--- config.mk ---
export PLATFORM = sky130hd
export DESIGN_NAME = fss_fault_status
export DESIGN_NICKNAME = d
export VERILOG_FILES = /design/src/fss_pkg.sv /design/src/fss_fault_status.sv /design/src/fss_severe_detect.sv /design/src/fss_alert_latch.sv
export VERILOG_INCLUDE_DIRS = /design/src
export SDC_FILE = /design/constraint.sdc
export NUM_CORES = 1
export LEC_CHECK = 0
export ABC_AREA = 1
export BUFFER_PORTS_ARGS = -buffer_cell sky130_fd_sc_hd__buf_2
export CORE_MARGIN = 1
export CORE_UTILIZATION = 40
export DETAILED_ROUTE_END_ITERATION = 10
export PLACE_DENSITY = 0.61
export RECOVER_POWER = 100
export SYNTH_ARGS = -nofsm -noshare
export SYNTH_HDL_FRONTEND = slang
export SYNTH_HIERARCHICAL = 1
export SYNTH_SLANG_ARGS = --single-unit
export TNS_END_PERCENT = 10
--- constraint.sdc ---
create_clock -name clk -period 2 [get_ports clk]
set_clock_uncertainty 0.15 [all_clocks]
set_input_delay 0.5 -clock clk [delete_from_list [all_inputs] [get_ports clk]]
set_output_delay 0.5 -clock clk [all_outputs]
set_load 0.02 [all_outputs]
--- src/fss_defines.svh ---
// Purpose: Named constants for the fault and status signalling block
// Assumes: 40 MHz system clock
// Notes:   Times are given in their own unit, counts derived from them
`ifndef FSS_DEFINES_SVH
`define FSS_DEFINES_SVH

`define FSS_CLK_HZ          40000000
`define FSS_HICCUP_MS       500
`define FSS_HICCUP_CYCLES   ((`FSS_CLK_HZ / 1000) * `FSS_HICCUP_MS)
`define FSS_SEVERE_CYCLES   3
`define FSS_STATUS_W        8
`define FSS_HICCUP_CNT_W    25
`define FSS_SEV_CNT_W       2

`endif

--- src/fss_pkg.sv ---
// Purpose: Shared types for the fault and status signalling block
// Assumes: Status word layout is fixed by the status_type struct
// Notes:   Constants live in fss_defines.svh
package fss_pkg;

  // One bit per monitored condition; a change of any bit raises the alert
  typedef struct packed {
    logic severe_failure;
    logic latched_fault;
    logic hiccup_fault;
    logic shared_fault_seen;
    logic aux_overvoltage;
    logic aux_undervoltage;
    logic warning;
    logic aux_not_good;
  } fss_status_type;

  // Fault inputs from the analog monitors
  typedef struct packed {
    logic hiccup_fault;
    logic latch_fault;
    logic warning;
  } fss_fault_in_type;

  typedef enum logic [1:0] {
    FSS_RUN,
    FSS_HICCUP_WAIT,
    FSS_LATCHED
  } fss_state_type;

endpackage : fss_pkg

--- src/fss_fault_status.sv ---
//==============================================================
// Purpose: Fault, alert and power-good signalling of a converter
// Assumes: All inputs synchronous to clk; shared fault and serial data pins split in three, alerts as oe only
// Notes:   Serial target protocol itself lives outside this block
//==============================================================
`timescale 1ns/10ps
`include "fss_defines.svh"
module fss_fault_status (
  input  wire logic                     clk,
  input  wire logic                     rst,
  // Device enable and converter run
  input  wire logic                     device_enable,
  input  wire logic                     converter_run,
  input  wire logic                     latch_mode,
  input  wire logic                     direction_select,
  // Aux regulator monitors
  input  wire logic                     aux_in_window,
  input  wire logic                     aux_soft_start_done,
  input  wire logic                     aux_overvoltage,
  input  wire logic                     aux_undervoltage,
  // Fault monitors
  input  wire fss_pkg::fss_fault_in_type fault_in,
  input  wire logic                     second_overcurrent,
  input  wire logic                     negative_overcurrent,
  input  wire logic                     phase_on,
  input  wire logic                     cycle_end,
  // Serial target pins and status handshake
  input  wire logic                     serial_clock_in,
  input  wire logic                     serial_data_in,
  input  wire logic                     serial_data_drive_low,
  input  wire logic                     status_ack,
  output logic                          serial_clock_sampled,
  output logic                          serial_data_sampled,
  output logic                          serial_data_out,
  output logic                          serial_data_oe,
  // Shared fault line, open-drain
  input  wire logic                     shared_fault_line_in,
  output logic                          shared_fault_line_out,
  output logic                          shared_fault_line_oe,
  // Open-drain alerts: oe high pulls the pin low
  output logic                          aux_regulator_good_oe,
  output logic                          status_change_alert_oe,
  output logic                          severe_failure_alert_oe,
  // Converter control
  output logic                          pwm_enable,
  output logic                          power_stage_driver_enable,
  output logic                          soft_start_request,
  output logic                          boost_mode,
  output fss_pkg::fss_status_type       status
);

  //============================================================
  // Enable tracking and status clear
  //============================================================
  logic                          run_q;
  logic                          en_q;
  logic                          sdata_q;
  logic                          sclk_q;
  wire                           clear_all;
  wire                           run_rise;
  wire                           run_toggled;

  assign clear_all   = !device_enable;
  assign run_rise    = converter_run && !run_q;
  // Either a run or enable change releases a latched stop
  assign run_toggled = (converter_run != run_q) || (device_enable != en_q);

  always_ff @(posedge clk or posedge rst) begin
    if (rst) begin
      run_q   <= 1'b0;
      en_q    <= 1'b0;
      sdata_q <= 1'b1;
      sclk_q  <= 1'b1;
    end else begin
      run_q   <= converter_run;
      en_q    <= device_enable;
      sdata_q <= serial_data_in;
      sclk_q  <= serial_clock_in;
    end
  end

  //============================================================
  // Serial target pins
  //============================================================
  // Target only: clock never driven, data only pulled low
  assign serial_clock_sampled = sclk_q;
  assign serial_data_sampled  = sdata_q;
  assign serial_data_out      = 1'b0;
  assign serial_data_oe       = serial_data_drive_low;

  //============================================================
  // Fault response state machine
  //============================================================
  fss_pkg::fss_state_type          state_q;
  fss_pkg::fss_state_type          state_d;
  logic [`FSS_HICCUP_CNT_W-1:0]    wait_q;
  logic                            hic_seen_q;
  logic                            lat_seen_q;
  logic                            start_q;
  wire                             own_fault;
  wire                             line_low;
  wire                             wait_done;

  assign own_fault = fault_in.hiccup_fault || fault_in.latch_fault;
  assign line_low  = !shared_fault_line_in;
  assign wait_done = (wait_q == `FSS_HICCUP_CNT_W'(`FSS_HICCUP_CYCLES - 1));

  always_comb begin
    state_d = state_q;
    case (state_q)
      fss_pkg::FSS_RUN: begin
        if (line_low || own_fault) begin
          state_d = latch_mode ? fss_pkg::FSS_LATCHED
                               : fss_pkg::FSS_HICCUP_WAIT;
        end
      end
      fss_pkg::FSS_HICCUP_WAIT: begin
        // Retry only once the fault is gone
        if (wait_done && !own_fault) begin
          state_d = fss_pkg::FSS_RUN;
        end
      end
      fss_pkg::FSS_LATCHED: begin
        if (run_toggled && !own_fault) begin
          state_d = fss_pkg::FSS_RUN;
        end
      end
      default: state_d = fss_pkg::FSS_RUN;
    endcase
  end

  always_ff @(posedge clk or posedge rst) begin
    if (rst) begin
      state_q <= fss_pkg::FSS_RUN;
    end else if (clear_all) begin
      state_q <= fss_pkg::FSS_RUN;
    end else begin
      state_q <= state_d;
    end
  end

  // Interval restarts each time it elapses while the fault stays
  always_ff @(posedge clk or posedge rst) begin
    if (rst) begin
      wait_q <= '0;
    end else if (state_q != fss_pkg::FSS_HICCUP_WAIT || wait_done) begin
      wait_q <= '0;
    end else begin
      wait_q <= wait_q + 1'b1;
    end
  end

  // Sticky fault records, held while enabled
  always_ff @(posedge clk or posedge rst) begin
    if (rst) begin
      hic_seen_q <= 1'b0;
      lat_seen_q <= 1'b0;
    end else if (clear_all) begin
      hic_seen_q <= 1'b0;
      lat_seen_q <= 1'b0;
    end else begin
      if (fault_in.hiccup_fault) hic_seen_q <= 1'b1;
      if (fault_in.latch_fault) lat_seen_q <= 1'b1;
    end
  end

  // One-cycle soft-start request on run rise or hiccup retry
  always_ff @(posedge clk or posedge rst) begin
    if (rst) begin
      start_q <= 1'b0;
    end else begin
      start_q <= converter_run && device_enable &&
                 (run_rise || (state_q != fss_pkg::FSS_RUN &&
                  state_d == fss_pkg::FSS_RUN));
    end
  end

  //============================================================
  // Shared fault line and converter gating
  //============================================================
  wire running;

  assign shared_fault_line_out = 1'b0;
  assign shared_fault_line_oe  = device_enable && own_fault;

  // Gate is combinational so a peer fault stops PWM at once
  assign running = device_enable && converter_run && !line_low &&
                   !own_fault && state_q == fss_pkg::FSS_RUN;
  assign pwm_enable                = running;
  assign power_stage_driver_enable = running;
  assign soft_start_request        = start_q;
  assign boost_mode                = direction_select;

  //============================================================
  // Aux regulator good
  //============================================================
  wire aux_good;

  assign aux_good = aux_in_window && aux_soft_start_done &&
                    !aux_overvoltage && !aux_undervoltage;
  assign aux_regulator_good_oe = !aux_good;

  //============================================================
  // Severe failure detection
  //============================================================
  wire severe;

  fss_severe_detect u_severe (
    .clk            (clk),
    .rst            (rst),
    .clear          (clear_all),
    .over_current   (second_overcurrent || negative_overcurrent),
    .phase_on       (phase_on),
    .cycle_end      (cycle_end),
    .severe_failure (severe)
  );

  assign severe_failure_alert_oe = severe;

  //============================================================
  // Status word and change alert
  //============================================================
  logic warn_q;
  wire  alert;

  always_ff @(posedge clk or posedge rst) begin
    if (rst) begin
      warn_q <= 1'b0;
    end else if (clear_all) begin
      warn_q <= 1'b0;
    end else if (fault_in.warning) begin
      warn_q <= 1'b1;
    end
  end

  assign status.severe_failure    = severe;
  assign status.latched_fault     = lat_seen_q;
  assign status.hiccup_fault      = hic_seen_q;
  assign status.shared_fault_seen = (state_q != fss_pkg::FSS_RUN);
  assign status.aux_overvoltage   = aux_overvoltage;
  assign status.aux_undervoltage  = aux_undervoltage;
  assign status.warning           = warn_q;
  assign status.aux_not_good      = !aux_good;

  fss_alert_latch u_alert (
    .clk        (clk),
    .rst        (rst),
    .status     (status),
    .status_ack (status_ack),
    .alert      (alert)
  );

  assign status_change_alert_oe = alert;

endmodule : fss_fault_status

--- src/fss_severe_detect.sv ---
// Purpose: Detect persistent second-level or negative overcurrent
// Assumes: cycle_end pulses once per switching cycle
// Notes:   The failure output is sticky until cleared
`timescale 1ns/10ps
`include "fss_defines.svh"
module fss_severe_detect (
  input  wire logic clk,
  input  wire logic rst,
  input  wire logic clear,
  input  wire logic over_current,
  input  wire logic phase_on,
  input  wire logic cycle_end,
  output logic      severe_failure
);

  logic [`FSS_SEV_CNT_W-1:0] count_q;
  logic                      seen_on_q;
  logic                      seen_off_q;
  logic                      gap_q;
  logic                      fail_q;
  wire                       full_cycle;
  wire                       hit;

  // Condition held in both on and off intervals, no gap
  assign full_cycle = seen_on_q && seen_off_q && !gap_q;
  assign hit = cycle_end && full_cycle &&
               (count_q == `FSS_SEV_CNT_W'(`FSS_SEVERE_CYCLES - 1));

  always_ff @(posedge clk or posedge rst) begin
    if (rst) begin
      seen_on_q  <= 1'b0;
      seen_off_q <= 1'b0;
      gap_q      <= 1'b0;
    end else if (clear || cycle_end) begin
      seen_on_q  <= 1'b0;
      seen_off_q <= 1'b0;
      gap_q      <= 1'b0;
    end else begin
      if (over_current && phase_on) seen_on_q <= 1'b1;
      if (over_current && !phase_on) seen_off_q <= 1'b1;
      if (!over_current) gap_q <= 1'b1;
    end
  end

  always_ff @(posedge clk or posedge rst) begin
    if (rst) begin
      count_q <= '0;
      fail_q  <= 1'b0;
    end else if (clear) begin
      count_q <= '0;
      fail_q  <= 1'b0;
    end else if (cycle_end) begin
      if (hit) begin
        fail_q <= 1'b1;
      end
      if (full_cycle && !hit) begin
        count_q <= count_q + 1'b1;
      end else begin
        count_q <= '0;
      end
    end
  end

  assign severe_failure = fail_q;

endmodule : fss_severe_detect

--- src/fss_alert_latch.sv ---
// Purpose: Raise the status-change alert on any status bit change
// Assumes: status_ack pulses when the controller has read the status
// Notes:   A change in the ack cycle keeps the alert set
`timescale 1ns/10ps
module fss_alert_latch (
  input  wire logic                  clk,
  input  wire logic                  rst,
  input  wire fss_pkg::fss_status_type status,
  input  wire logic                  status_ack,
  output logic                       alert
);

  fss_pkg::fss_status_type last_q;
  logic                    alert_q;
  wire                     changed;

  assign changed = (status != last_q);

  always_ff @(posedge clk or posedge rst) begin
    if (rst) begin
      last_q  <= '0;
      alert_q <= 1'b0;
    end else begin
      last_q <= status;
      // Set wins over the read acknowledge
      if (changed) begin
        alert_q <= 1'b1;
      end else if (status_ack) begin
        alert_q <= 1'b0;
      end
    end
  end

  assign alert = alert_q;

endmodule : fss_alert_latch

### After elaboration in Yosys (flattened, before gate mapping)

Index checks and enable logic that the tools add are counted.

| cells by class | value |
|---|---|
| reduce and logical (&&, ||, !) cells | 44 |
| add/sub/neg operators | 2 |
| eq/ne operators | 14 |
| mux-type cells | 27 |

Operators with widths:

| cell | count |
|---|---|
| $add A25 B1 Y25 const B | 1 |
| $eq A25 B25 Y1 const B | 1 |
| $mux W25 | 1 |
| $logic_and A1 B1 Y1 | 20 |
| $mux W1 | 17 |
| $mux W2 | 8 |
| $ne A2 B1 Y1 const B | 6 |
| $logic_not A1 Y1 | 10 |
| $ne A8 B8 Y1 | 1 |
| $reduce_bool A2 Y1 | 4 |
| $logic_or A1 B1 Y1 | 7 |
| $pmux W2 S3 | 1 |
| $eq A2 B2 Y1 const B | 2 |
| $logic_not A2 Y1 | 2 |
| $add A2 B1 Y2 const B | 1 |
| $eq A2 B1 Y1 const B | 1 |
| $ne A1 B1 Y1 | 2 |
| $ne A2 B2 Y1 const B | 1 |
| $reduce_and A2 Y1 | 1 |

| storage, ports and cells | value |
|---|---|
| register bits | 50 |

### Depth between registers and ports, before layout

Gate-level depths: netlist (run 1).

| logic depth | value |
|---|---|
| depth after elaboration | 9 |
| mapped depth | 11 |
| depth with buffers taken out | 11 |

### By module

Netlist (run 1), hierarchy kept.

By module, submodules not included:

| module | seq. area each (µm²) | area each (µm²) | times used | cells each |
|---|---|---|---|---|
| fss_fault_status | 878.3 | 1990.7 | 1 | 252 |
| fss_alert_latch | 225.2 | 371.6 | 1 | 42 |
| fss_severe_detect | 150.1 | 296.5 | 1 | 38 |

### Worst setup path after synthesis (run 1)

Ideal clock, no wire load.

| timing path | value |
|---|---|
| kind | input-to-output |
| start point | in fault_in[1] in the netlist's numbering |
| end point | out pwm_enable |
| arrival | 1.560 ns |
| cell stages on the path | 4 |
| slack | -0.210 ns |
| cell sequence | nor2_1 -> nand2_1 -> nor3_1 -> buf_4 |

| on the way | value |
|---|---|
| word-level cells in the longest chain between the ends | 4 |

RTL lines:

| element | line | text |
|---|---|---|
| from (decl) | fss_fault_status.sv:22 | `input wire fss_pkg::fss_fault_in_type fault_in,` |
| $logic_or A1 B1 Y1 | fss_fault_status.sv:104 | `assign own_fault = fault_in.hiccup_fault \|\| fault_in.latch_fault;` |
| $logic_not A1 Y1 | fss_fault_status.sv:188 | `!own_fault && state_q == fss_pkg::FSS_RUN;` |
| $logic_and A1 B1 Y1 | fss_fault_status.sv:187 | `assign running = device_enable && converter_run && !line_low &&` |
| $logic_and A1 B1 Y1 | fss_fault_status.sv:188 |  |
| to (decl) | fss_fault_status.sv:45 | `output logic pwm_enable,` |

Every way passes these cells.

### Worst setup path in the final report (run 1)

| timing path | value |
|---|---|
| start point | reg state_q[1] |
| end point | out pwm_enable |

| on the way | value |
|---|---|
| word-level cells in the longest chain between the ends | 2 |

RTL lines:

| element | line | text |
|---|---|---|
| from (decl) | fss_fault_status.sv:94 | `fss_pkg::fss_state_type state_q;` |
| from (signal assigned) | fss_fault_status.sv:134 | `state_q <= fss_pkg::FSS_RUN;` |
| from (signal assigned) | fss_fault_status.sv:136 | `state_q <= fss_pkg::FSS_RUN;` |
| from (signal assigned) | fss_fault_status.sv:138 | `state_q <= state_d;` |
| $logic_not A2 Y1 | fss_fault_status.sv:188 |  |
| $logic_and A1 B1 Y1 | fss_fault_status.sv:188 |  |

Every way passes these cells.

==> results.py, run 1 <==
metrics = {
    "timing": {
        "drv_slew": 0,
        "period_needed_ns": 1.92,
        "max_slew_margin_pct": 43.2,
        "rsz0062_at_grt": "no",
        "max_slew.worst_pin.slew_ns": 0.851,
        "fmax_mhz": 521,
        "finalHoldViolCount": 0,
        "whs_ns": 0.127,
        "finalCritPeriodShare_pct": 96.0,
        "setup_violations": 0,
    },
    "place": {
        "place_congestion": 0.865,
        "hpwl_um": 3970,
        "post-place-cells": 438,
        "port_buffers": 36,
    },
    "route": {
        "drc": 0,
        "vias": 2095,
        "routedWlPerCell_um": 11.7,
        "antenna_left": 0,
        "routed_wl_um": 5240,
        "drt-initial-drc-count": 96,
        "avgViaCountPerCell": 4.67,
        "dr.pass1.iters": 4,
    },
    "clock_tree": {
        "cts_tree": "yes",
        "insertion_delay_ns": 0.31,
        "cts.sinks": 50,
        "clk_pin_slew_ns": 0.09,
        "root_buffer": "clkbuf_8",
        "clk_path_buf_depth": 2,
        "h-tree-depth": 2,
        "cts_buffers": 5,
    },
    "logic_synthesis": {
        "ys_ff_latch": 50,
        "synth_top_area_share_pct": 45.2,
        "syn-cell-area_um2": 2660,
        "synth.largest_area_cell": "dfrtp_1",
        "synth_most_common_cell": "nand2_1",
        "synth_edf_count": 0,
        "synth_xor_area_share_pct": 5.27,
        "synth_commonest_cells": "nand2_1 (68), nor2_1 (56), inv_1 (49)",
        "synth_compound_gate_area_share_pct": 3.39,
        "synth_cell_types": 31,
        "synth.top_cells.by_area": "dfrtp_1 (45%), nand2_1 (9.6%), nor2_1 (7.9%)",
        "syn_area_per_cell_um2": 8.01,
        "synth_top_family_by_area": "simple AND/OR/NAND/NOR gates",
        "muxShareOfSynthArea_pct": 0,
        "yosysWarnings": 6,
        "synth-simple-area-share_pct": 31.2,
        "yosysSeqAreaShare_pct": 47.2,
        "async_reset_ff_share_pct": 100,
        "synth_fa_ha_area_share_pct": 1.41,
        "synth_flop_cell": "dfrtp_1",
        "syn_inst": 332,
    },
    "die": {
        "die_w_um": 83.5,
        "rows": 29,
        "ios": 43,
        "core_um2": 6390,
        "die_area_um2": 6980,
        "die_h_um": 83.5,
        "start_util_pct": 41.6,
    },
    "worst_setup_path": {
        "reg2reg_to": "wait_q[8]$_DFF_PP0_",
        "r2r_start": "wait_q[0]$_DFF_PP0_",
        "crit_arrival_ns": 1.27,
        "r2r_cells": 9,
        "critPathMaxFanout": 6,
        "r2r_slack_ns": 0.14,
        "endpoint_kind": "output pin",
        "cp.required_ns": 1.35,
        "path_class": "reg -> out",
        "cp-start-kind": "flip-flop",
    },
    "layout": {
        "fin_cells": 449,
        "syn2layout_area_growth_pct": 13.6,
        "antenna_cells": 0,
        "layout.nets": 396,
        "drive_gt1_share_pct": 15.3,
    },
    "min_path": {
        "min_path_type": "in -> reg",
        "holdPathStages": 1,
        "holdPathEnd": "serial_clock_sampled$_DFF_PP1_",
        "hp-start": "serial_clock_in",
    },
    "grt": {
        "antenna_found_initial": 0,
        "grt-ovfl-total": 0,
        "grt_pass1_vias": 2085,
        "grt_max_degree": 36,
        "grt_first_pass_wirelength_um": 9200,
        "track_usage_pct": 16.4,
    },
    "power_and_ir_drop": {
        "power_leakage_uw": 0.00140,
        "powerDensity_nw_per_um2": 688,
        "ir_worst_vdd_v": 0.000393,
    },
    "status": {
        "outcome": "finished clean",
    },
    "flow_run": {
        "maxCapViolCount": 0,
    },
}
flip-flops by register name, summed over array words and instances (netlist names):
name and count:
serial_clock_sampled 1, lat_seen_q 1, u_alert/alert 1, wait_q 25, u_severe/seen_off_q 1, u_alert/last_q 8, serial_data_sampled 1, soft_start_request 1
en_q 1, u_severe/gap_q 1, u_severe/seen_on_q 1, run_q 1, warn_q 1, u_severe/severe_failure 1, hic_seen_q 1, state_q 2
u_severe/count_q 2
power breakdown:
| part | leakage (uW) | switching [uW] | total, uW | internal [uW] |
|---|---|---|---|---|
| combinational | 0.000685 | 165 | 251 | 86.0 |
| sequential | 0.000658 | 25.4 | 1070 | 1040 |
| clock | 0.0000618 | 344 | 756 | 412 |
| total | 0.00140 | 535 | 2080 | 1540 |
cell families (layout without fill, tap and decap cells):
kind of cell             Yosys count  count (layout)
adder cells (fa/ha/maj)            3               3
AND/OR/NAND/NOR                  180             180
XOR/XNOR                          16              16
AO/OA/AOI/OAI                     15              15
buffers and inverters             67             106
other                              1               2
flip-flops                        50              50
layout by cell type (no fill, tap or decap), types with 2 or more instances in the layout:
master	n
buf_6	2
dfrtp_1	48
buf_4	3
nand2_1	68
inv_2	3
conb_1	2
xnor2_1	6
nand2_2	4
nor3b_1	3
xor2_1	10
nor2_2	3
nor3_1	9
clkbuf_8	6
dfstp_2	2
nor3_2	3
nand3_1	18
clkbuf_1	20
nor2_4	3
inv_1	48
clkbuf_2	5
nand3_2	2
nor2_1	56
buf_2	14
a21oi_1	7
nand4_1	7
a211oi_1	3
clkinv_1	2
ha_1	2
critical path, cell delays in order (launching register included):
cell and delay, ns:
dfrtp_1 0.41, nor2_2 0.14, inv_2 0.10, nor3_4 0.16
buf_6 0.15
layer usage:
layer | vias to the layer above | track usage [%] | wire [um]
met4 | 0 | 5.24 | 53
met5 | - | 0 | 0
met3 | 4 | 2.97 | 154
met2 | 34 | 27.6 | 2580
met1 | 967 | 21.5 | 2450
li1 | 1090 | - | -
worst max path at each step:
stage	start	end	slack, ns	depth (start not counted)
after CTS	state_q[0]$_DFF_PP0_	pwm_enable	-0.009	4
after detailed placement	wait_q[0]$_DFF_PP0_	wait_q[8]$_DFF_PP0_	0.17	9
after global placement	fault_in[1]	pwm_enable	0.20	5
after global routing	state_q[1]$_DFF_PP0_	pwm_enable	0.002	4
final	state_q[1]$_DFF_PP0_	pwm_enable	0.08	4
after floorplan	fault_in[1]	pwm_enable	0.01	4
layout make-up:
cell class              count  area, um2
inverters                  53        199
flip-flops and latches     50       1250
multi-input cells         216       1120
clock inverters             2       38.8
clock buffers               6       82.6
repair buffers             45        225
well taps                  77       96.3
fillers                   650       3370
per-stage QoR:
step	power [uW]	instance area (um2)	util [%]	setup TNS (ns)	worst slack (ns)
floorplan	1270	2670	-	0	0.0132
global placement	1330	2880	45.2	0	0.196
detailed placement	1340	2880	45.2	0	0.168
CTS	2100	3020	47.3	-0.0175	-0.00888
global route	2180	3020	47.3	0	0.00244
finish	2080	3020	47.3	0	0.0797
repair_timing:
| action | CTS | global route |
|---|---|---|
| setup endpoints to repair | 2 | 3 |
| pin swaps | 0 | 2 |
| hold endpoints to repair | 6 | 0 |
| hold buffers | 1 | 0 |
| buffers inserted | 0 | 2 |
| resized for setup | 2 | 7 |
No activity file was read; power rests on OpenSTA's default activity.
==> run 2: changes to the inputs <==
- ABC_AREA: 1 -> not set
- CAP_MARGIN: not set -> 10
- PLACE_DENSITY: 0.61 -> 0.65
==> run 2 against run 1 <==
Compared with the run above: clock power down 17%; global-route usage up 1.3 points; design area down 3.6%; die area down 10%.
==> results.py, run 2 <==
metrics = {
    "layout": {
        "fillers": 507,
        "regMostFlops": "wait_q",
        "reg_top3": "wait_q (25), u_alert/last_q (8)",
        "layout.nets": 310,
        "drive_gt1_share_pct": 30.8,
        "fin_cells": 358,
        "syn2layout_area_growth_pct": 22.0,
        "final_common_cell": "dfrtp_1",
        "antenna_cells": 0,
        "layout_common_cells": "dfrtp_1 (47), buf_2 (32), nor2_1 (26)",
        "largest_reg_flops": 25,
    },
    "logic_synthesis": {
        "syn-cell-area_um2": 2390,
        "syn_area_per_cell_um2": 10.3,
        "yosysSeqAreaShare_pct": 52.5,
        "synth_most_common_cell": "dfrtp_1",
        "synth.top_cells.by_area": "dfrtp_1 (50%), xor2_1 (4.4%), nor2_1 (4.1%)",
        "async_reset_ff_share_pct": 100,
        "ys_ff_latch": 50,
        "syn_inst": 231,
        "synth_flop_cell": "dfrtp_1",
        "yosysWarnings": 6,
        "synth_cell_types": 43,
        "synth_commonest_cells": "dfrtp_1 (48), nor2_1 (26), inv_1 (14)",
        "synth.largest_area_cell": "dfrtp_1",
        "synth_top_area_share_pct": 50.3,
        "synth_edf_count": 0,
    },
    "route": {
        "routedWlPerCell_um": 13.4,
        "dr.pass1.iters": 4,
        "drt-initial-drc-count": 116,
        "routed_wl_um": 4810,
        "drc": 0,
        "antenna_left": 0,
        "vias": 1860,
        "avgViaCountPerCell": 5.20,
    },
    "die": {
        "rows": 27,
        "die_w_um": 79.2,
        "ios": 43,
        "die_h_um": 79.2,
        "start_util_pct": 42.3,
        "die_area_um2": 6280,
        "core_um2": 5640,
    },
    "worst_setup_path": {
        "cp.required_ns": 1.35,
        "reg2reg_to": "state_q[0]$_DFF_PP0_",
        "cp-start-kind": "flip-flop",
        "endpoint_kind": "output pin",
        "crit_arrival_ns": 1.28,
        "r2r_start": "wait_q[21]$_DFF_PP0_",
        "r2r_slack_ns": 0.09,
        "r2r_cells": 5,
        "critPathMaxFanout": 4,
        "path_class": "reg -> out",
    },
    "grt": {
        "grt_first_pass_wirelength_um": 8510,
        "track_usage_pct": 17.7,
        "grt_pass1_vias": 1867,
        "use_met2_pct": 28.0,
        "use_met3_pct": 4.14,
        "grt-ovfl-total": 0,
        "grtUsageMet1_pct": 22.8,
        "gr-max-usage-layer": "met2",
        "grt_max_degree": 36,
        "antenna_found_initial": 0,
    },
    "clock_tree": {
        "clk_path_buf_depth": 2,
        "insertion_delay_ns": 0.31,
        "h-tree-depth": 2,
        "cts_buffers": 5,
        "clk_pin_slew_ns": 0.10,
        "root_buffer": "clkbuf_8",
        "cts.sinks": 50,
        "cts_tree": "yes",
    },
    "timing": {
        "worst_slack_ns": 0.0688,
        "drv_slew": 0,
        "finalHoldViolCount": 0,
        "rsz0062_at_grt": "yes",
        "whs_ns": 0.127,
        "setup_violations": 0,
        "fmax_mhz": 518,
        "finalCritPeriodShare_pct": 96.6,
        "period_needed_ns": 1.93,
    },
    "power_and_ir_drop": {
        "power_leakage_uw": 0.00130,
        "p_sw_uw": 517,
        "power.total_uw": 1900,
        "clock_power_share_pct": 32.9,
        "p_int_uw": 1390,
        "powerDensity_nw_per_um2": 653,
        "ir_worst_vdd_v": 0.000292,
        "swShare_pct": 27.2,
        "power_frac_comb_pct": 11.5,
        "p_seq_share_pct": 55.7,
    },
    "place": {
        "place_ws_ns": 0.0236,
        "place_congestion": 0.799,
        "hpwl_um": 3460,
        "port_buffers": 36,
        "post-place-cells": 347,
    },
    "min_path": {
        "holdPathEnd": "serial_clock_sampled$_DFF_PP1_",
        "holdPathStages": 1,
        "min_path_type": "in -> reg",
        "hp-start": "serial_clock_in",
    },
    "status": {
        "outcome": "finished clean",
    },
    "flow_run": {
        "maxCapViolCount": 0,
    },
}
run 2: cell count changes in the layout (fill, tap and decap cells not counted), sizes merged, moves of 5 or more:
cell	delta
nor3	-8
nand3	-12
o21ai	+5
a21oi	+5
or3	+10
buf	+39
nor2	-35
nand2	-62
clkbuf	-23
inv	-36
run 2: how the worst max path moves through the flow:
stage | startpoint | endpoint | slack, ns | cells after the start
after floorplan | wait_q[0]$_DFF_PP0_ | wait_q[22]$_DFF_PP0_ | -0.01 | 6
after global placement | wait_q[0]$_DFF_PP0_ | wait_q[24]$_DFF_PP0_ | 0.07 | 5
after detailed placement | wait_q[0]$_DFF_PP0_ | wait_q[22]$_DFF_PP0_ | 0.02 | 5
after CTS | state_q[1]$_DFF_PP0_ | pwm_enable | 0.004 | 4
after global routing | wait_q[15]$_DFF_PP0_ | wait_q[22]$_DFF_PP0_ | -0.03 | 5
final | state_q[1]$_DFF_PP0_ | power_stage_driver_enable | 0.07 | 4
run 2: power by group through the flow:
| stage | registers, uW | logic (uW) | clock network [uW] |
|---|---|---|---|
| floorplan | 1080 | 133 | 0 |
| global placement | 1080 | 203 | 0 |
| CTS | 1060 | 218 | 651 |
| detailed placement | 1080 | 205 | 0 |
| finish | 1060 | 219 | 625 |
| global route | 1060 | 245 | 689 |
run 2: layer usage:
metal / up-vias / share of wire (%)
met5: - / 0
met4: 0 / 1.8
met3: 8 / 5.1
met2: 55 / 48
met1: 889 / 45
li1: 908 / -
run 2: cells by family after synthesis:
kind of cell	share of synthesized area (%)
AOI/OAI and AO/OA	10.3
xor gates and xnor gates	7.71
adders and majority gates	1.57
buffers and inverters	6.92
DFF	52.5
other	0.157
and+or+nand+nor	20.8
run 2: timing repair:
item	CTS	global route
buffers inserted	1	0
endpoints found under the hold margin	15	0
pin swaps	0	3
gates resized for setup	6	11
setup endpoints to repair	9	27
cloned	0	1
hold buffers	1	0
run 2: final cells by class:
| cell class | count | area (um2) | area share [%] |
|---|---|---|---|
| clock inverter | 3 | 26.3 | 0.902 |
| multi-input combinational | 152 | 1030 | 35.5 |
| tap | 72 | 90.1 | 3.09 |
| timing repair buffer | 62 | 384 | 13.2 |
| sequential | 50 | 1250 | 43.1 |
| inverter | 14 | 52.6 | 1.80 |
| clock buffer | 5 | 68.8 | 2.36 |
run 2: critical path: stages (launching register included):
cell	delay [ns]
dfrtp_1	0.43
inv_2	0.11
nand2_2	0.11
nor3_4	0.14
buf_4	0.17
run 2: per-stage QoR:
| stage | cell area [um2] | util, % | TNS (ns) |
|---|---|---|---|
| 2_1_floorplan | 2390 | - | -0.0103 |
| 3_3_place_gp | 2730 | 48.4 | 0 |
| 3_5_place_dp | 2730 | 48.4 | 0 |
| 4_1_cts | 2870 | 50.8 | 0 |
| 5_1_grt | 2910 | 51.6 | -0.0444 |
| 6_report | 2910 | 51.6 | 0 |
==> run 3: changes to the inputs <==
- ABC_AREA: not set -> 1
- RECOVER_POWER: 100 -> not set
==> run 3 against run 2 <==
Compared with the run above: critical path depth stayed put; global-route usage is 1.5 points lower; setup slack better by 0.0029 ns; sequential share of layout area is 1.7 points lower; maximum frequency is 0.15% higher; largest cell class unchanged.
==> results.py, run 3 (synthesized netlist as in run 1, its figures left out) <==
metrics = {
    "die": {
        "rows": 29,
        "die_h_um": 83.5,
        "ios": 43,
        "die_area_um2": 6980,
        "core_um2": 6390,
        "die_w_um": 83.5,
        "start_util_pct": 41.6,
    },
    "grt": {
        "grt-ovfl-total": 0,
        "use_met3_pct": 2.67,
        "grt_max_degree": 36,
        "grt_pass1_vias": 2064,
        "track_usage_pct": 16.2,
        "antenna_found_initial": 0,
        "use_met2_pct": 26.5,
        "grtUsageMet1_pct": 22.4,
        "gr-max-usage-layer": "met2",
        "grt_first_pass_wirelength_um": 9120,
    },
    "layout": {
        "design_area_um2": 3030,
        "regMostFlops": "wait_q",
        "final_common_cell": "nand2_1",
        "layout_common_cells": "nand2_1 (68), nor2_1 (55), inv_1 (48), dfrtp_1 (48), buf_2 (34)",
        "fin_cells": 447,
        "multi_input_area_um2": 1130,
        "largest_reg_flops": 25,
        "reg_top3": "wait_q (25), u_alert/last_q (8)",
        "seq_area_um2": 1250,
        "syn2layout_area_growth_pct": 14.0,
        "drive_gt1_share_pct": 21.1,
        "antenna_cells": 0,
        "layout.nets": 394,
        "fillers": 635,
    },
    "route": {
        "routedWlPerCell_um": 11.5,
        "routed_wl_um": 5120,
        "drt-initial-drc-count": 92,
        "avgViaCountPerCell": 4.66,
        "antenna_left": 0,
        "drc": 0,
        "vias": 2081,
        "dr.pass1.iters": 4,
    },
    "clock_tree": {
        "clk_path_buf_depth": 2,
        "post_cts_buffers": 0,
        "h-tree-depth": 2,
        "cts.sinks": 50,
        "cts_tree": "yes",
        "root_buffer": "clkbuf_8",
        "insertion_delay_ns": 0.30,
        "cts_buffers": 5,
        "clk_pin_slew_ns": 0.09,
    },
    "timing": {
        "fmax_mhz": 519,
        "worst_slack_ns": 0.0717,
        "drv_slew": 0,
        "setup_violations": 0,
        "finalHoldViolCount": 0,
        "finalCritPeriodShare_pct": 96.4,
        "period_needed_ns": 1.93,
    },
    "place": {
        "port_buffers": 36,
        "dpl_cell_area_um2": 2900,
        "hpwl_um": 3930,
        "post-place-cells": 438,
        "place_ws_ns": 0.165,
        "place_congestion": 0.848,
    },
    "worst_setup_path": {
        "endpoint_kind": "output pin",
        "crit_path_start": "state_q[0]$_DFF_PP0_",
        "r2r_start": "wait_q[0]$_DFF_PP0_",
        "crit_arrival_ns": 1.28,
        "critPathMaxFanout": 6,
        "max_stage_delay_ns": 0.44,
        "path_class": "reg -> out",
        "cp-start-kind": "flip-flop",
        "cpLargestDelayFamily": "flip-flops",
        "worst-path-buf-inv": 2,
        "crit_chain": "nor2_4, inv_2, nor3_4, buf_4",
        "cp.required_ns": 1.35,
        "crit_slowest_cell": "dfrtp_1",
    },
    "power_and_ir_drop": {
        "powerDensity_nw_per_um2": 639,
        "power_leakage_uw": 0.00145,
        "ir_worst_vdd_v": 0.000429,
    },
    "status": {
        "outcome": "finished clean",
    },
    "min_path": {
        "min_path_type": "in -> reg",
        "hp-start": "serial_clock_in",
    },
    "flow_run": {
        "maxCapViolCount": 0,
    },
}
[run 3: final cells by class]
cell class	instances	area share, %
tap	77	3.18
inverter	53	6.56
sequential	50	41.4
clock inverter	2	0.413
clock buffer	6	2.72
timing repair buffer	43	8.34
multi-input combinational	216	37.4
[run 3: worst paths after layout]
| check | end | slack [ns] | cells past startpoint |
|---|---|---|---|
| worst max-delay path | pwm_enable | 0.07 | 4 |
| worst min-delay path | serial_clock_sampled$_DFF_PP1_ | 0.14 | 1 |
| worst max register to register | soft_start_request$_DFF_PP0_ | 0.22 | 11 |
| worst min register to register | u_alert/last_q[1]$_DFF_PP0_ | 0.30 | 0 |
| max in group asynchronous | serial_data_sampled$_DFF_PP1_ | 0.65 | 4 |
| min in group asynchronous | u_severe/severe_failure$_DFFE_PP0P_ | 0.53 | 3 |
[run 3: per-stage QoR]
| stage | total power (uW) | hold WS (ns) | TNS (ns) | utilization [%] |
|---|---|---|---|---|
| finish | 1940 | 0.139 | 0 | 47.5 |
| global route | 2040 | 0.111 | -0.0191 | 47.5 |
| CTS | 1950 | 0.127 | -0.00895 | 47.0 |
| detailed placement | 1340 | 0.287 | 0 | 45.4 |
| global placement | 1340 | 0.279 | 0 | 45.4 |
| floorplan | 1270 | 0.141 | 0 | - |
[run 3: power breakdown]
part | internal [uW] | total [uW] | switching [uW]
logic | 98.3 | 263 | 165
clock network | 278 | 604 | 326
registers | 1040 | 1070 | 25.8
total | 1420 | 1940 | 516
[run 3: repair_timing]
item,CTS,global route
pin swaps,0,1
hold buffers,1,0
gates resized for setup,2,6
endpoints found under the setup margin,2,3
endpoints found under the hold margin,6,0
[run 3: routing by layer]
layer	share of wire [%]	wire length [um]	vias to the layer above
li1	-	-	1090
met1	49	2530	962
met2	47	2420	27
met3	2.8	141	2
met4	0.61	31	0
met5	0	0	-
